[src/shared/floppy_support_consts.vh]
`ifndef FLOPPY_SUPPORT_CONSTS_VH
`define FLOPPY_SUPPORT_CONSTS_VH
// register byte addresses
`define FSL_ADDR_CTRL 4'h0
`define FSL_ADDR_STATUS 4'h4
`define FSL_ADDR_COUNT 4'h8
// control register field positions
`define FSL_CTRL_DOUBLE_DENSITY_SELECT_N_N 0
`define FSL_CTRL_TRACK 1
`define FSL_CTRL_VFOEN 2
// control register reset value: double density off, inner track flag high
`define FSL_CTRL_RESET 3'h3
// oscillator divide ratios, oscillator rises per full read clock period; the divider counts half of each
`define FSL_DIV_SINGLE 5'h10
`define FSL_DIV_DOUBLE 5'h08
// fifo shape
`define FSL_FIFO_WIDTH 2
`define FSL_FIFO_DEPTH 16
`define FSL_FIFO_AW 4
`endif

[src/rtl/floppy_data_separator_precomp.v]
// What this block does
// - strobe set on write data leading edge, cleared on phase tap 4 leading edge
// - write gate high disables recovery and floats both pumps
// - pumps may drive only when write gate, vfo enable and read are low
// - each falling read edge, when enabled, judges one pump request
// - edge early in window drives pump up high
// - edge late in window drives pump down low, pump up floats
// - edge in window centre leaves both pumps floating
// - read clock is oscillator divided by 16 single, 8 double density
// - active pump stays on while the read pulse stays low
// - double density: early and late sampled on write data edge pick tap
// - tap 2 nominal, tap 1 early, tap 3 late
// - inner flag low or single density: write data passes straight through
// - density and inner flag control bits reset high, vfo enable bit resets low
// - write data output is the serial precompensated write stream
`include "floppy_support_consts.vh"
`timescale 1ns/1ps
module floppy_data_separator_precomp (
  input wire clock, // system clock, also the sampled oscillator domain
  input wire resetn, // synchronous reset, active low
  input wire vcoIn, // external oscillator, sampled
  input wire rawReadDataN, // raw read pulses from drive, active low
  input wire writeGate, // write gate from controller
  input wire writeDataIn, // write data from controller
  input wire early, // early flag from controller
  input wire late, // late flag from controller
  input wire [3:0] phaseTapN, // delay phase taps 1..4, active low
  output reg readClock, // recovered read clock
  output reg pumpUpOut, // pump up level
  output reg pumpUpOe, // pump up enable, low while driving
  output reg pumpDownOut, // pump down level
  output reg pumpDownOe, // pump down enable, low while driving
  output reg precompStrobe, // strobe to delay generator
  output reg writeDataOut, // precompensated write stream
  input wire [3:0] avsAddress, // avalon byte address
  input wire avsRead, // avalon read
  input wire avsWrite, // avalon write
  input wire [31:0] avsWriteData, // avalon write data
  output reg [31:0] avsReadData, // avalon read data
  output reg avsWaitRequest, // avalon wait request
  output reg [1:0] avsResponse // avalon response, 2'h2 on unmapped
);
  localparam ST_IDLE = 2'h0;
  localparam ST_UP = 2'h1;
  localparam ST_DOWN = 2'h2;
  localparam ST_WAIT = 2'h3;

  reg [2:0] ctrl_q;
  reg vco_q;
  reg [4:0] div_q;
  reg rdd_q;
  reg write_data_in_q;
  reg [3:0] tap_q;
  reg [1:0] pumpState_q;
  reg [1:0] pumpState_d;
  reg [1:0] selTap_q;
  reg [15:0] upCount_q;
  reg [15:0] downCount_q;
  reg [15:0] centreCount_q;
  reg pending_q;
  wire ddenN;
  wire trackFlag;
  wire vfoEnable;
  wire [4:0] divRatio;
  wire vcoRise;
  wire readFall;
  wire wdinRise;
  wire tap4Lead;
  wire recoverOn;
  wire [1:0] edgeClass;
  wire precompOn;
  wire fifoInReady;
  wire fifoOutValid;
  wire [1:0] fifoOutData;
  wire tapLead;

  // classify count phase: 1 early, 2 late, 0 centre
  function [1:0] classify;
    input [4:0] cnt;
    input [4:0] ratio;
    begin
      if (cnt < (ratio >> 2))
        classify = 2'h1;
      else if (cnt >= ratio - (ratio >> 2))
        classify = 2'h2;
      else
        classify = 2'h0;
    end
  endfunction

  // tap index 0..2 chosen from early and late
  function [1:0] pickTap;
    input e;
    input l;
    begin
      if (e)
        pickTap = 2'h0;
      else if (l)
        pickTap = 2'h2;
      else
        pickTap = 2'h1;
    end
  endfunction

  ////////////////////////////////////////////////////////////////////////
  // control bits
  assign ddenN = ctrl_q[`FSL_CTRL_DOUBLE_DENSITY_SELECT_N_N];
  assign trackFlag = ctrl_q[`FSL_CTRL_TRACK];
  assign vfoEnable = ctrl_q[`FSL_CTRL_VFOEN];

  // input sampling for edge detection
  always @(posedge clock)
  begin
    if (!resetn)
    begin
      vco_q <= 1'b0;
      rdd_q <= 1'b1;
      write_data_in_q <= 1'b0;
      tap_q <= 4'hf;
    end
    else
    begin
      vco_q <= vcoIn;
      rdd_q <= rawReadDataN;
      write_data_in_q <= writeDataIn;
      tap_q <= phaseTapN;
    end
  end

  assign vcoRise = vcoIn & ~vco_q;
  assign readFall = ~rawReadDataN & rdd_q;
  assign wdinRise = writeDataIn & ~write_data_in_q;
  assign tap4Lead = ~phaseTapN[3] & tap_q[3];

  ////////////////////////////////////////////////////////////////////////
  // divide by density
  assign divRatio = ddenN ? `FSL_DIV_SINGLE : `FSL_DIV_DOUBLE;

  // oscillator divider and read clock
  always @(posedge clock)
  begin
    if (!resetn)
    begin
      div_q <= 5'h00;
      readClock <= 1'b0;
    end
    else if (vcoRise)
    begin
      if (div_q >= (divRatio >> 1) - 5'h01)
      begin
        div_q <= 5'h00;
        readClock <= ~readClock;
      end
      else
        div_q <= div_q + 5'h01;
    end
  end

  ////////////////////////////////////////////////////////////////////////
  // recovery enable gating
  assign recoverOn = ~writeGate & ~vfoEnable;
  // phase within half period, scaled to a full ratio
  assign edgeClass = classify({div_q[3:0], 1'b0}, divRatio);

  // pump state machine
  always @*
  begin
    pumpState_d = pumpState_q;
    case (pumpState_q)
      ST_IDLE:
        if (recoverOn && readFall)
        begin
          if (edgeClass == 2'h1)
            pumpState_d = ST_UP;
          else if (edgeClass == 2'h2)
            pumpState_d = ST_DOWN;
          else
            pumpState_d = ST_WAIT;
        end
      ST_UP, ST_DOWN, ST_WAIT:
        // hold while read low and enabled
        if (!recoverOn || rawReadDataN)
          pumpState_d = ST_IDLE;
      default:
        pumpState_d = ST_IDLE;
    endcase
  end

  always @(posedge clock)
  begin
    if (!resetn)
      pumpState_q <= ST_IDLE;
    else
      pumpState_q <= pumpState_d;
  end

  // pump pins from next state, registered
  always @(posedge clock)
  begin
    if (!resetn)
    begin
      pumpUpOut <= 1'b0;
      pumpUpOe <= 1'b1;
      pumpDownOut <= 1'b0;
      pumpDownOe <= 1'b1;
    end
    else
    begin
      pumpUpOut <= 1'b1;
      pumpUpOe <= ~(pumpState_d == ST_UP);
      // pump down driven low, else float
      pumpDownOut <= 1'b0;
      pumpDownOe <= ~(pumpState_d == ST_DOWN);
    end
  end

  // event counters readable by software
  always @(posedge clock)
  begin
    if (!resetn)
    begin
      upCount_q <= 16'h0000;
      downCount_q <= 16'h0000;
      centreCount_q <= 16'h0000;
    end
    else if (pumpState_q == ST_IDLE)
    begin
      if (pumpState_d == ST_UP)
        upCount_q <= upCount_q + 16'h0001;
      if (pumpState_d == ST_DOWN)
        downCount_q <= downCount_q + 16'h0001;
      if (pumpState_d == ST_WAIT)
        centreCount_q <= centreCount_q + 16'h0001;
    end
  end

  ////////////////////////////////////////////////////////////////////////
  // precompensation only in double density on inner tracks
  assign precompOn = ~ddenN & trackFlag;

  // tap choices queued per write pulse
  sync_fifo #(
    .WIDTH(`FSL_FIFO_WIDTH),
    .DEPTH(`FSL_FIFO_DEPTH),
    .AW(`FSL_FIFO_AW)
  ) tapQueue (
    .clock(clock),
    .resetn(resetn),
    .inValid(precompOn & wdinRise),
    .inReady(fifoInReady),
    .inData(pickTap(early, late)),
    .outValid(fifoOutValid),
    .outReady(tap4Lead & pending_q),
    .outData(fifoOutData)
  );

  assign tapLead = ~phaseTapN[fifoOutData] & tap_q[fifoOutData];

  // strobe set and clear
  // set wins over a clear in the same cycle
  always @(posedge clock)
  begin
    if (!resetn)
      precompStrobe <= 1'b0;
    else if (wdinRise)
      precompStrobe <= 1'b1;
    else if (tap4Lead)
      precompStrobe <= 1'b0;
  end

  // pending flag and write stream
  always @(posedge clock)
  begin
    if (!resetn)
    begin
      pending_q <= 1'b0;
      selTap_q <= 2'h1;
      writeDataOut <= 1'b0;
    end
    else if (!precompOn)
    begin
      pending_q <= 1'b0;
      writeDataOut <= writeDataIn;
    end
    else
    begin
      pending_q <= fifoOutValid & ~(tap4Lead & pending_q);
      if (fifoOutValid)
        selTap_q <= fifoOutData;
      // chosen tap forms the output pulse
      writeDataOut <= fifoOutValid & pending_q & ~phaseTapN[selTap_q];
    end
  end

  ////////////////////////////////////////////////////////////////////////
  // avalon slave: one wait cycle, answer on second cycle
  always @(posedge clock)
  begin
    if (!resetn)
    begin
      ctrl_q <= `FSL_CTRL_RESET;
      avsWaitRequest <= 1'b1;
      avsReadData <= 32'h00000000;
      avsResponse <= 2'h0;
    end
    else
    begin
      avsWaitRequest <= ~((avsRead | avsWrite) & avsWaitRequest);
      // write lands at the edge that sees wait request low
      if (avsWrite && !avsWaitRequest && avsAddress == `FSL_ADDR_CTRL)
        ctrl_q <= avsWriteData[2:0];
      if ((avsRead | avsWrite) && avsWaitRequest)
      begin
        avsResponse <= 2'h0;
        avsReadData <= 32'h00000000;
        case (avsAddress)
          `FSL_ADDR_CTRL:
            avsReadData <= {29'h0, ctrl_q};
          `FSL_ADDR_STATUS:
            avsReadData <= {25'h0, tapLead, fifoOutValid, readClock, precompStrobe,
              ~pumpDownOe, ~pumpUpOe, recoverOn};
          `FSL_ADDR_COUNT:
            avsReadData <= {upCount_q[9:0], downCount_q[9:0], centreCount_q[11:0]};
          default:
            avsResponse <= 2'h2;
        endcase
      end
      else
        avsWaitRequest <= 1'b1;
    end
  end
endmodule

[src/rtl/sync_fifo.v]
`timescale 1ns/1ps
module sync_fifo #(
  parameter WIDTH = 2,
  parameter DEPTH = 16,
  parameter AW = 4
) (
  input wire clock, // system clock
  input wire resetn, // synchronous reset, active low
  input wire inValid, // write side offers a word
  output wire inReady, // space free
  input wire [WIDTH-1:0] inData, // word written
  output wire outValid, // word available
  input wire outReady, // read side takes the word
  output wire [WIDTH-1:0] outData // head word
);
  localparam [AW:0] FULL_COUNT = DEPTH;
  reg [WIDTH-1:0] mem [0:DEPTH-1];
  reg [AW-1:0] wrPtr_q;
  reg [AW-1:0] rdPtr_q;
  reg [AW:0] count_q;
  wire doWrite;
  wire doRead;
  assign inReady = (count_q != FULL_COUNT);
  assign outValid = (count_q != {(AW+1){1'b0}});
  assign outData = mem[rdPtr_q];
  assign doWrite = inValid & inReady;
  assign doRead = outValid & outReady;
  // pointers and occupancy
  always @(posedge clock)
  begin
    if (!resetn)
    begin
      wrPtr_q <= {AW{1'b0}};
      rdPtr_q <= {AW{1'b0}};
      count_q <= {(AW+1){1'b0}};
    end
    else
    begin
      if (doWrite)
        wrPtr_q <= wrPtr_q + 1'b1;
      if (doRead)
        rdPtr_q <= rdPtr_q + 1'b1;
      if (doWrite && !doRead)
        count_q <= count_q + 1'b1;
      else if (doRead && !doWrite)
        count_q <= count_q - 1'b1;
    end
  end
  // storage
  always @(posedge clock)
  begin
    if (doWrite)
      mem[wrPtr_q] <= inData;
  end
endmodule

[config.mk]
export PLATFORM = sky130hd
export DESIGN_NAME = floppy_data_separator_precomp
export DESIGN_NICKNAME = d
export VERILOG_FILES = /design/src/rtl/floppy_data_separator_precomp.v /design/src/rtl/sync_fifo.v
export VERILOG_INCLUDE_DIRS = /design/src /design/src/shared
export SDC_FILE = /design/constraint.sdc
export NUM_CORES = 1
export LEC_CHECK = 0
export ABC_AREA = 1
export BUFFER_PORTS_ARGS = -buffer_cell sky130_fd_sc_hd__buf_2
export CORE_MARGIN = 5
export CORE_UTILIZATION = 45
export CTS_BUF_LIST = sky130_fd_sc_hd__clkbuf_16
export DETAILED_ROUTE_END_ITERATION = 8
export PLACE_DENSITY = 0.68
export SYNTH_ARGS = -nofsm -noshare
export SYNTH_HDL_FRONTEND = slang
export SYNTH_SLANG_ARGS = --single-unit
[constraint.sdc]
create_clock -name clock -period 2.2 [get_ports clock]
set_input_delay 0.11 -clock clock [delete_from_list [all_inputs] [get_ports clock]]
set_output_delay 0.11 -clock clock [all_outputs]
set_load 0.005 [all_outputs]
Yosys cells after proc, flatten, opt, wreduce, memory -nomap -nowiden. Memory sizes are Yosys's and may differ from the RTL's. A register that Yosys moved wholly into a read port is not among the register bits. Cells that the tools add are included.

Add/sub/neg operators: 10. Order comparisons: 5. Eq/ne operators: 11. Mux-type cells: 29. Bitwise gates (word level): 32. Reduce and logical (&&, ||, !) cells: 25.

Operator list (count): 32-bit one-hot mux with 3 select lines (1); 16-bit by 1-bit adder with 16-bit output (second input constant) (3); 5-bit two-way mux (4); 2-bit two-way mux (8); 1-bit NOT (16); 1-bit AND (15); 2-bit AND reduction (7); 5-bit by 1-bit adder with 5-bit output (second input constant) (2); 2-bit equality test (second input constant) (5); 5-bit greater-or-equal comparator (2); 1-bit two-way mux (10); 4-bit by 1-bit adder with 4-bit output (second input constant) (2); 4-bit two-way mux (2); 1-bit binary-select mux with 2-bit select (3); 2-bit by 1-bit equality test with 1-bit output (second input constant) (3); 1-bit logical AND (6); 2-bit by 3-bit < comparator with 1-bit output (second input constant) (2); 3-bit OR reduction (2); 5-bit by 3-bit < comparator with 1-bit output (1); 5-bit inequality test (second input constant) (1); 5-bit nonzero test (1); 4-bit by 1-bit subtractor with 5-bit output (second input constant) (1); 5-bit by 1-bit subtractor with 5-bit output (second input constant) (1); 5-bit by 3-bit subtractor with 5-bit output (1); 9 further kinds (13).

Register bits after elaboration: 122. Memory bits (writable): 32. Input port bits: 50. Output and inout port bits: 42. Memories: 1.

Memory list: tapQueue.mem (words 16, width 2, read ports 1, clocked after memory_dff 1, wr ports 1, RTL line sync_fifo.v:17) `reg [WIDTH-1:0] mem [0:DEPTH-1];`.

Longest topological paths before layout. Gate-level depths: netlist of run 1.

Depth in word-level cells: 12. Depth in mapped cells: 16.

Hierarchy. From an unflattened synthesis of run 1, not the netlist that was laid out.

Cells, all modules: 864. Area total of the unflattened synthesis: 6650.1 um^2.

By module, submodules not included: floppy_data_separator_precomp (times used 1, cells an instance 595, area each 4237.8 um^2, sequential area each 1841.8 um^2); sync_fifo (times used 1, cells an instance 269, area each 2412.3 um^2, sequential area each 1301.2 um^2).

Least setup slack after synthesis of run 1. No wires, ideal clock.

Path kind: register -> register. Start point: register tapQueue.count_q[0]. End point: register tapQueue.count_q[4]. Setup time: 0.119 ns. Arrival time: 2.150 ns. Required time: 2.081 ns. Slack: -0.070 ns. Stages on the path, launching flop included: 16. Clock period less this slack: 2.270 ns. Cells stage by stage: dfxtp_1 nor4_1 nand2_1 nand2_1 inv_1 ha_1 inv_1 ha_1 nand2_1 nor2_1 a211oi_1 nand2_1 nand2_1 nor2_1 o21ai_0 a21oi_1.

Word-level cells in the longest chain between the ends: 5.

Ends and longest elaborated chain: start, declared (RTL line sync_fifo.v:20) `reg [AW:0] count_q;`; start signal, assigned (RTL line sync_fifo.v:35) `count_q <= {(AW+1){1'b0}};`; start signal, assigned (RTL line sync_fifo.v:44) `count_q <= count_q + 1'b1;`; start signal, assigned (RTL line sync_fifo.v:46) `count_q <= count_q - 1'b1;`; 5-bit inequality test * (RTL line sync_fifo.v:23) `assign inReady = (count_q != FULL_COUNT);`; 1-bit AND * (RTL line sync_fifo.v:26) `assign doWrite = inValid & inReady;`; net tapQueue.doWrite (RTL line sync_fifo.v:21) `wire doWrite;`; 1-bit zero test (RTL line sync_fifo.v:45) `else if (doRead && !doWrite)`; 1-bit logical AND (RTL line sync_fifo.v:45); 2-bit nonzero test (no source line).

The timed path passes the listed nets; every way through them passes the cells marked *. The select of a mux whose other input is x is not followed. A chain may end at the register's enable or synchronous reset.

Worst setup path after layout of run 1.
Start point: register tapQueue.count_q[3]. End point: register tapQueue.count_q[4].

The elaborated chain is that of the path after synthesis.

==> results of run 1 <==
## timing repair
action | 4_1_cts | 5_1_grt
endpoints found under the hold margin | 11 | 0
hold buffers | 10 | 0
endpoints found under the setup margin | 1 | 7
setup buffers | 0 | 5
gates resized for setup | 4 | 19
pin swaps | 4 | 15
## area by class of cell
type,instances,area share [%]
clock buffers,17,5.61
inverters,90,4.59
well taps,180,2.97
clock inverters,14,1.06
flip-flops and latches,141,41.5
multi-input cells,502,35.9
repair buffers,99,8.32
## where the power goes
group | total (uW) | internal [uW] | switching [uW]
Sequential | 2730 | 2700 | 30.0
Combinational | 323 | 129 | 195
Clock | 2460 | 1410 | 1050
Total | 5510 | 4240 | 1270
## worst max-delay path: stages, from the launching register on
cell and delay [ns]:
dfxtp_4 0.35, nor4_4 0.28, nand2_1 0.09, nand2_2 0.09
inv_2 0.05, ha_4 0.17, inv_6 0.07, ha_4 0.21
nand2_2 0.07, nor2_2 0.04, a211oi_2 0.23, nand2_1 0.07
nand2_1 0.07, nor2_2 0.05, o21ai_1 0.11, a21oi_1 0.05
## synthesized netlist by cell type, types with 2 or more instances
| cell | instances | area share, % |
|---|---|---|
| a21oi_1 | 73 | 5.9 |
| a21oi_2 | 4 | 0.56 |
| a31oi_1 | 3 | 0.30 |
| buf_4 | 3 | 0.36 |
| buf_6 | 2 | 0.36 |
| clkbuf_1 | 17 | 1.0 |
| dfxtp_1 | 109 | 35 |
| edfxtp_1 | 32 | 15 |
| ha_1 | 17 | 3.4 |
| inv_1 | 82 | 5.0 |
| inv_2 | 6 | 0.36 |
| inv_4 | 2 | 0.20 |
| nand2_1 | 160 | 9.7 |
| nand2_2 | 4 | 0.40 |
| nand2_4 | 3 | 0.54 |
| nand3_1 | 37 | 3.0 |
| nand4_1 | 8 | 0.81 |
| nor2_1 | 71 | 4.3 |
| nor2_2 | 3 | 0.30 |
| nor2_4 | 2 | 0.36 |
| nor3_1 | 10 | 0.81 |
| nor3_2 | 3 | 0.48 |
| nor4_1 | 2 | 0.20 |
| o211ai_1 | 2 | 0.24 |
| o21ai_0 | 62 | 5.0 |
| o21ai_1 | 2 | 0.16 |
| o221ai_1 | 2 | 0.28 |
| o22ai_1 | 4 | 0.40 |
| or2_2 | 3 | 0.30 |
| xnor2_1 | 3 | 0.42 |
| xor2_1 | 5 | 0.70 |
## per-stage QoR
step	area [um^2]	TNS, ns	hold WS (ns)
global placement	6820	-0.0124	0.308
detailed placement	6820	-0.0666	0.312
global route	7580	-0.146	0.113
floorplan	6230	0	0.138
CTS	7450	0	0.0705
finish	7580	0	0.0855
## path summary, 6_finish.rpt
| path | from | endpoint | slack, ns | cells after the start |
|---|---|---|---|---|
| worst max-delay path | tapQueue.count_q[3]$_SDFFE_PN0P_ | tapQueue.count_q[4]$_SDFFE_PN0P_ | 0.06 | 15 |
| worst min register to register | div_q[4]$_SDFFE_PN0P_ | div_q[4]$_SDFFE_PN0P_ | 0.45 | 2 |
| worst max register to register | tapQueue.count_q[3]$_SDFFE_PN0P_ | tapQueue.count_q[4]$_SDFFE_PN0P_ | 0.06 | 15 |
| worst min-delay path | avsWrite | ctrl_q[0]$_SDFFE_PN1P_ | 0.09 | 4 |
## cells by family after synthesis
group,after synthesis
flops,141
buf+inv,113
fa+ha+maj,18
other cells,1
simple gates,318
compound gates,156
xor+xnor,8
## metal layers
layer  up-vias  wire, um  GRT usage (%)  part of all wire (%)
met5         -         0              0                     0
met4         0       170           6.12                   1.3
met3        18       565           3.93                   4.3
met2       100      6030           26.0                    46
met1      2274      6450           21.9                    49
li1       2681         -              -                     -
## sequential cells by signal, summed over array words and instances, names as in the netlist, 2 cells and up, named ones only
name and flops:
avsReadData 32, centreCount_q 12, ctrl_q 3, div_q 5, downCount_q 10, pumpState_q 2
selTap_q 2, tapQueue.count_q 5, tapQueue.mem 32, tapQueue.rdPtr_q 4, tapQueue.wrPtr_q 4, tap_q 4
upCount_q 10
==> results.sh, run 1 <==
export IMPL_synth_warnings=0
export IMPL_cts_buffers_inserted=17
export IMPL_synth_top_family_by_area="simple AND/OR/NAND/NOR gates"
export IMPL_tightest_slew_ns=0.622
export IMPL_cts_root_buf="clkbuf_16"
export IMPL_routed_via_density=4.86
export IMPL_synth_seq_cells=141
export IMPL_max_slew_margin_pct=58.5
export IMPL_dieArea_mm2=0.0163
export IMPL_layout_common_cells="nand2_1 (157), dfxtp_1 (107), inv_1 (81), a21oi_1 (73), nor2_1 (68)"
export IMPL_portBuffers=60
export IMPL_synth_area_mm2=0.00622
export IMPL_worst_path_max_fanout=3
export IMPL_ys_flop_type="dfxtp_1"
export IMPL_drive_gt1_share_pct=20.4
export IMPL_cap_violations=0
export IMPL_synth_simple_area_share_pct=23.8
export IMPL_avgRoutedWirePerCell_um=12.7
export IMPL_finalCritPeriodShare_pct=97.1
export IMPL_grt_max_degree=69
export IMPL_seq_area_frac_synth_pct=50.6
export IMPL_grt_setup_unrepaired="true"
export IMPL_drt_iter0_drc=250
export IMPL_setup_viol=0
export IMPL_synth_xor_area_share_pct=1.13
export IMPL_cts_sinks=141
export IMPL_final_common_cell="nand2_1"
export IMPL_synth_async_sr_flop_share_pct=0
export IMPL_grt_pass1_vias=4566
export IMPL_final_util_pct=55.2
export IMPL_ir_drop_mv=0.462
export IMPL_p_leak_uw=0.00321
export IMPL_placed_cells=997
export IMPL_synth_cells=755
export IMPL_synth_area_per_cell_um2=8.23
export IMPL_place_congestion=0.828
export IMPL_cts_max_path_buffers=2
export IMPL_fin_nets=919
export IMPL_critPathKind="reg -> reg"
export IMPL_drt_total_wl_um=13200
export IMPL_cp_required_ns=2.50
export IMPL_final_cells=1043
export IMPL_clock_latency_ns=0.42
export IMPL_area_growth_pct=21.9
export IMPL_synth_compound_area_share_pct=13.3
export IMPL_cp_start_kind="register"
export IMPL_die_y_um=128
export IMPL_status="finished clean"
export IMPL_synthMuxAreaShare_pct=0
export IMPL_finalHoldViolations=0
export IMPL_cts_tree="done"
export IMPL_vias=5073
export IMPL_yosys_cell_types_count=50
export IMPL_worst_ep_arrival_time_ns=2.43
export IMPL_hold_path_class="in -> reg"
export IMPL_row_count=43
export IMPL_fin_ws_ns=0.0648
export IMPL_synth_edff_count=32
export IMPL_clkTransAtPathRegs_ns=0.06
export IMPL_htreeDepth=4
export IMPL_track_usage_pct=16.4
export IMPL_fp_dieW_um=128
export IMPL_start_util_pct=45.3
export IMPL_io_pins=92
export IMPL_final_antenna_net_count=0
export IMPL_slew_violations=0
export IMPL_coreArea_mm2=0.0137
export IMPL_hpwl_um=9200
export IMPL_antenna_cells=0
export IMPL_grt_antenna_before_repair=0
export IMPL_multiInputGateArea_mm2=0.00272
export IMPL_fillers=1227
export IMPL_p_per_area_mw_per_mm2=728
export IMPL_end_kind="register"
export IMPL_finalPower_uw=5510
export IMPL_post_place_ws_ns=-0.0666
export IMPL_timing_fmax_mhz=468
export IMPL_drt_first_pass_iters=5
export IMPL_clock_skew_ns=0.00781
export IMPL_seqCellArea_mm2=0.00315
export IMPL_yosys_area_share_adder_pct=3.74
export IMPL_drcViolationCount=0
export IMPL_grt_pass1_wl_um=21600
export IMPL_period_needed_ns=2.14
export IMPL_grt_overflow_total=0
Power figures use the tool's default switching activity.
==> run 2, diff against run 1 <==
--- a/config.mk
+++ b/config.mk
@@ -12,7 +12,7 @@
 export CORE_UTILIZATION = 45
 export CTS_BUF_LIST = sky130_fd_sc_hd__clkbuf_16
 export DETAILED_ROUTE_END_ITERATION = 8
-export PLACE_DENSITY = 0.68
+export PLACE_DENSITY = 0.79
 export SYNTH_ARGS = -nofsm -noshare
 export SYNTH_HDL_FRONTEND = slang
 export SYNTH_SLANG_ARGS = --single-unit
==> results.sh, run 2 (synthesized netlist as in run 1, its figures left out) <==
export IMPL_fin_nets=914
export IMPL_drt_total_wl_um=13700
export IMPL_row_count=43
export IMPL_fin_area_mm2=0.00761
export IMPL_top_regs="avsReadData x32, tapQueue.mem x32, centreCount_q x12"
export IMPL_vias=5151
export IMPL_worst_path_max_fanout=4
export IMPL_die_y_um=128
export IMPL_violations="setup timing"
export IMPL_placed_cells=995
export IMPL_timing_fmax_mhz=450
export IMPL_fp_dieW_um=128
export IMPL_clkTransAtPathRegs_ns=0.06
export IMPL_fillers=1193
export IMPL_io_pins=92
export IMPL_rr_endpoint="tapQueue.count_q[4]$_SDFFE_PN0P_"
export IMPL_period_needed_ns=2.22
export IMPL_cp_cell_sequence="nor4_4, nand2_1, nand2_2, ha_4, inv_4, ha_4, nand2_2, nor2_2, a211oi_2, nand2_1, nand2_2, nor2_2, o21ai_1, a21oi_1"
export IMPL_cp_slowest_cell="dfxtp_4"
export IMPL_cap_violations=0
export IMPL_crit_buf_inv=1
export IMPL_p_per_area_mw_per_mm2=769
export IMPL_drcViolationCount=0
export IMPL_critical_path_top_delay_family="simple AND/OR/NAND/NOR gates"
export IMPL_cts_root_buf="clkbuf_16"
export IMPL_cpPeakStageDelay_ns=0.36
export IMPL_routed_via_density=4.96
export IMPL_start_util_pct=45.3
export IMPL_drt_met1_wl_um=6220
export IMPL_final_cells=1039
export IMPL_grt_max_degree=58
export IMPL_avgRoutedWirePerCell_um=13.2
export IMPL_place_congestion=0.837
export IMPL_layout_common_cells="nand2_1 (156), dfxtp_1 (108), inv_1 (81), a21oi_1 (73), nor2_1 (68)"
export IMPL_end_kind="register"
export IMPL_final_common_cell="nand2_1"
export IMPL_cts_tree="done"
export IMPL_max_slew_margin_pct=63.0
export IMPL_track_usage_pct=17.0
export IMPL_grt_overflow_total=0
export IMPL_status="complete, but fails checks"
export IMPL_r2r_start="tapQueue.count_q[3]$_SDFFE_PN0P_"
export IMPL_coreArea_mm2=0.0137
export IMPL_drt_iter0_drc=323
export IMPL_cp_required_ns=2.50
export IMPL_clock_skew_ns=0.0115
export IMPL_hold_start="avsWrite"
export IMPL_finalPower_uw=5860
export IMPL_slew_violations=0
export IMPL_tightest_slew_ns=0.551
export IMPL_rrSetupSlack_ns=-0.02
export IMPL_cts_buffers_inserted=17
export IMPL_cp_start_kind="register"
export IMPL_hold_path_class="in -> reg"
export IMPL_drive_gt1_share_pct=20.0
export IMPL_r2r_cells=14
export IMPL_dieArea_mm2=0.0163
export IMPL_crit_top_cell="nand2_2"
export IMPL_clock_latency_ns=0.42
export IMPL_grt_antenna_before_repair=0
export IMPL_finalHoldViolations=0
export IMPL_grt_pass1_wl_um=22600
export IMPL_final_antenna_net_count=0
export IMPL_drt_first_pass_iters=5
export IMPL_critPathKind="reg -> reg"
export IMPL_whs_ns=0.0861
export IMPL_hold_end="ctrl_q[0]$_SDFFE_PN1P_"
export IMPL_htreeDepth=4
export IMPL_grt_pass1_vias=4921
export IMPL_cts_sinks=141
export IMPL_portBuffers=60
export IMPL_post_place_ws_ns=-0.103
export IMPL_maxUsedRoutingLayer="met4"
export IMPL_hold_depth=4
export IMPL_placed_area_mm2=0.00681
export IMPL_finalCritPeriodShare_pct=101
export IMPL_fin_ws_ns=-0.0234
export IMPL_cts_max_path_buffers=2
export IMPL_route_met2_wl_um=6770
export IMPL_grt_setup_unrepaired="true"
export IMPL_wl_met3_um=559
export IMPL_setup_viol=1
export IMPL_area_growth_pct=22.4
export IMPL_ir_drop_mv=0.574
export IMPL_worst_ep_arrival_time_ns=2.52
export IMPL_antenna_cells=0
export IMPL_p_leak_uw=0.00322
export IMPL_hpwl_um=9110
==> run 2: worst max path at each step <==
stage,start,endpoint,slack [ns],cells after the start
4_1_cts,tapQueue.count_q[1]$_SDFFE_PN0P_,tapQueue.count_q[4]$_SDFFE_PN0P_,0.007,13
6_report,tapQueue.count_q[3]$_SDFFE_PN0P_,tapQueue.count_q[4]$_SDFFE_PN0P_,-0.02,14
5_1_grt,tapQueue.count_q[3]$_SDFFE_PN0P_,tapQueue.count_q[4]$_SDFFE_PN0P_,-0.21,15
3_5_place_dp,tapQueue.count_q[0]$_SDFFE_PN0P_,tapQueue.count_q[4]$_SDFFE_PN0P_,-0.10,14
2_1_floorplan,tapQueue.count_q[0]$_SDFFE_PN0P_,tapQueue.count_q[4]$_SDFFE_PN0P_,0.01,15
3_3_place_gp,tapQueue.count_q[0]$_SDFFE_PN0P_,tapQueue.count_q[4]$_SDFFE_PN0P_,-0.01,14
==> run 2: repair_timing <==
item                                    in CTS  in global routing
resized for setup                            5                 17
endpoints found under the setup margin       2                  7
pin swaps                                    2                 11
hold endpoints to repair                    12                  0
buffers inserted                             0                  2
hold buffers                                10                  0
==> run 2: metal layers <==
metal	vias to the layer above	track usage, %
li1	2678	-
met1	2347	22.0
met2	116	28.1
met3	10	3.93
met4	0	5.93
met5	-	0
==> run 2: worst min-delay path, stage by stage <==
cell     delay, ns
buf_2         0.11
inv_1         0.04
nor3_1        0.07
o21ai_0       0.13
==> run 2: where the power goes <==
part           leakage, uW  switching [uW]  total [uW]  internal (uW)
logic              0.00175             197         322            126
registers          0.00118            32.5        2730           2700
clock network     0.000292            1160        2800           1640
==> run 2: layout make-up <==
cell class / instances / area (um^2) / share of cell area [%]
Sequential cell: 141 / 3150 / 41.3
Inverter: 90 / 345 / 4.54
Timing Repair Buffer: 94 / 581 / 7.63
Clock inverter: 14 / 129 / 1.69
Tap cell: 180 / 225 / 2.96
Clock buffer: 18 / 450 / 5.92
Multi-Input combinational cell: 502 / 2730 / 35.9
==> run 2: per-stage QoR <==
stage,utilization [%],setup TNS (ns)
floorplan,-,0
global placement,49.6,-0.0144
detailed placement,49.6,-0.122
CTS,54.8,0
global route,55.5,-0.268
finish,55.5,-0.0234
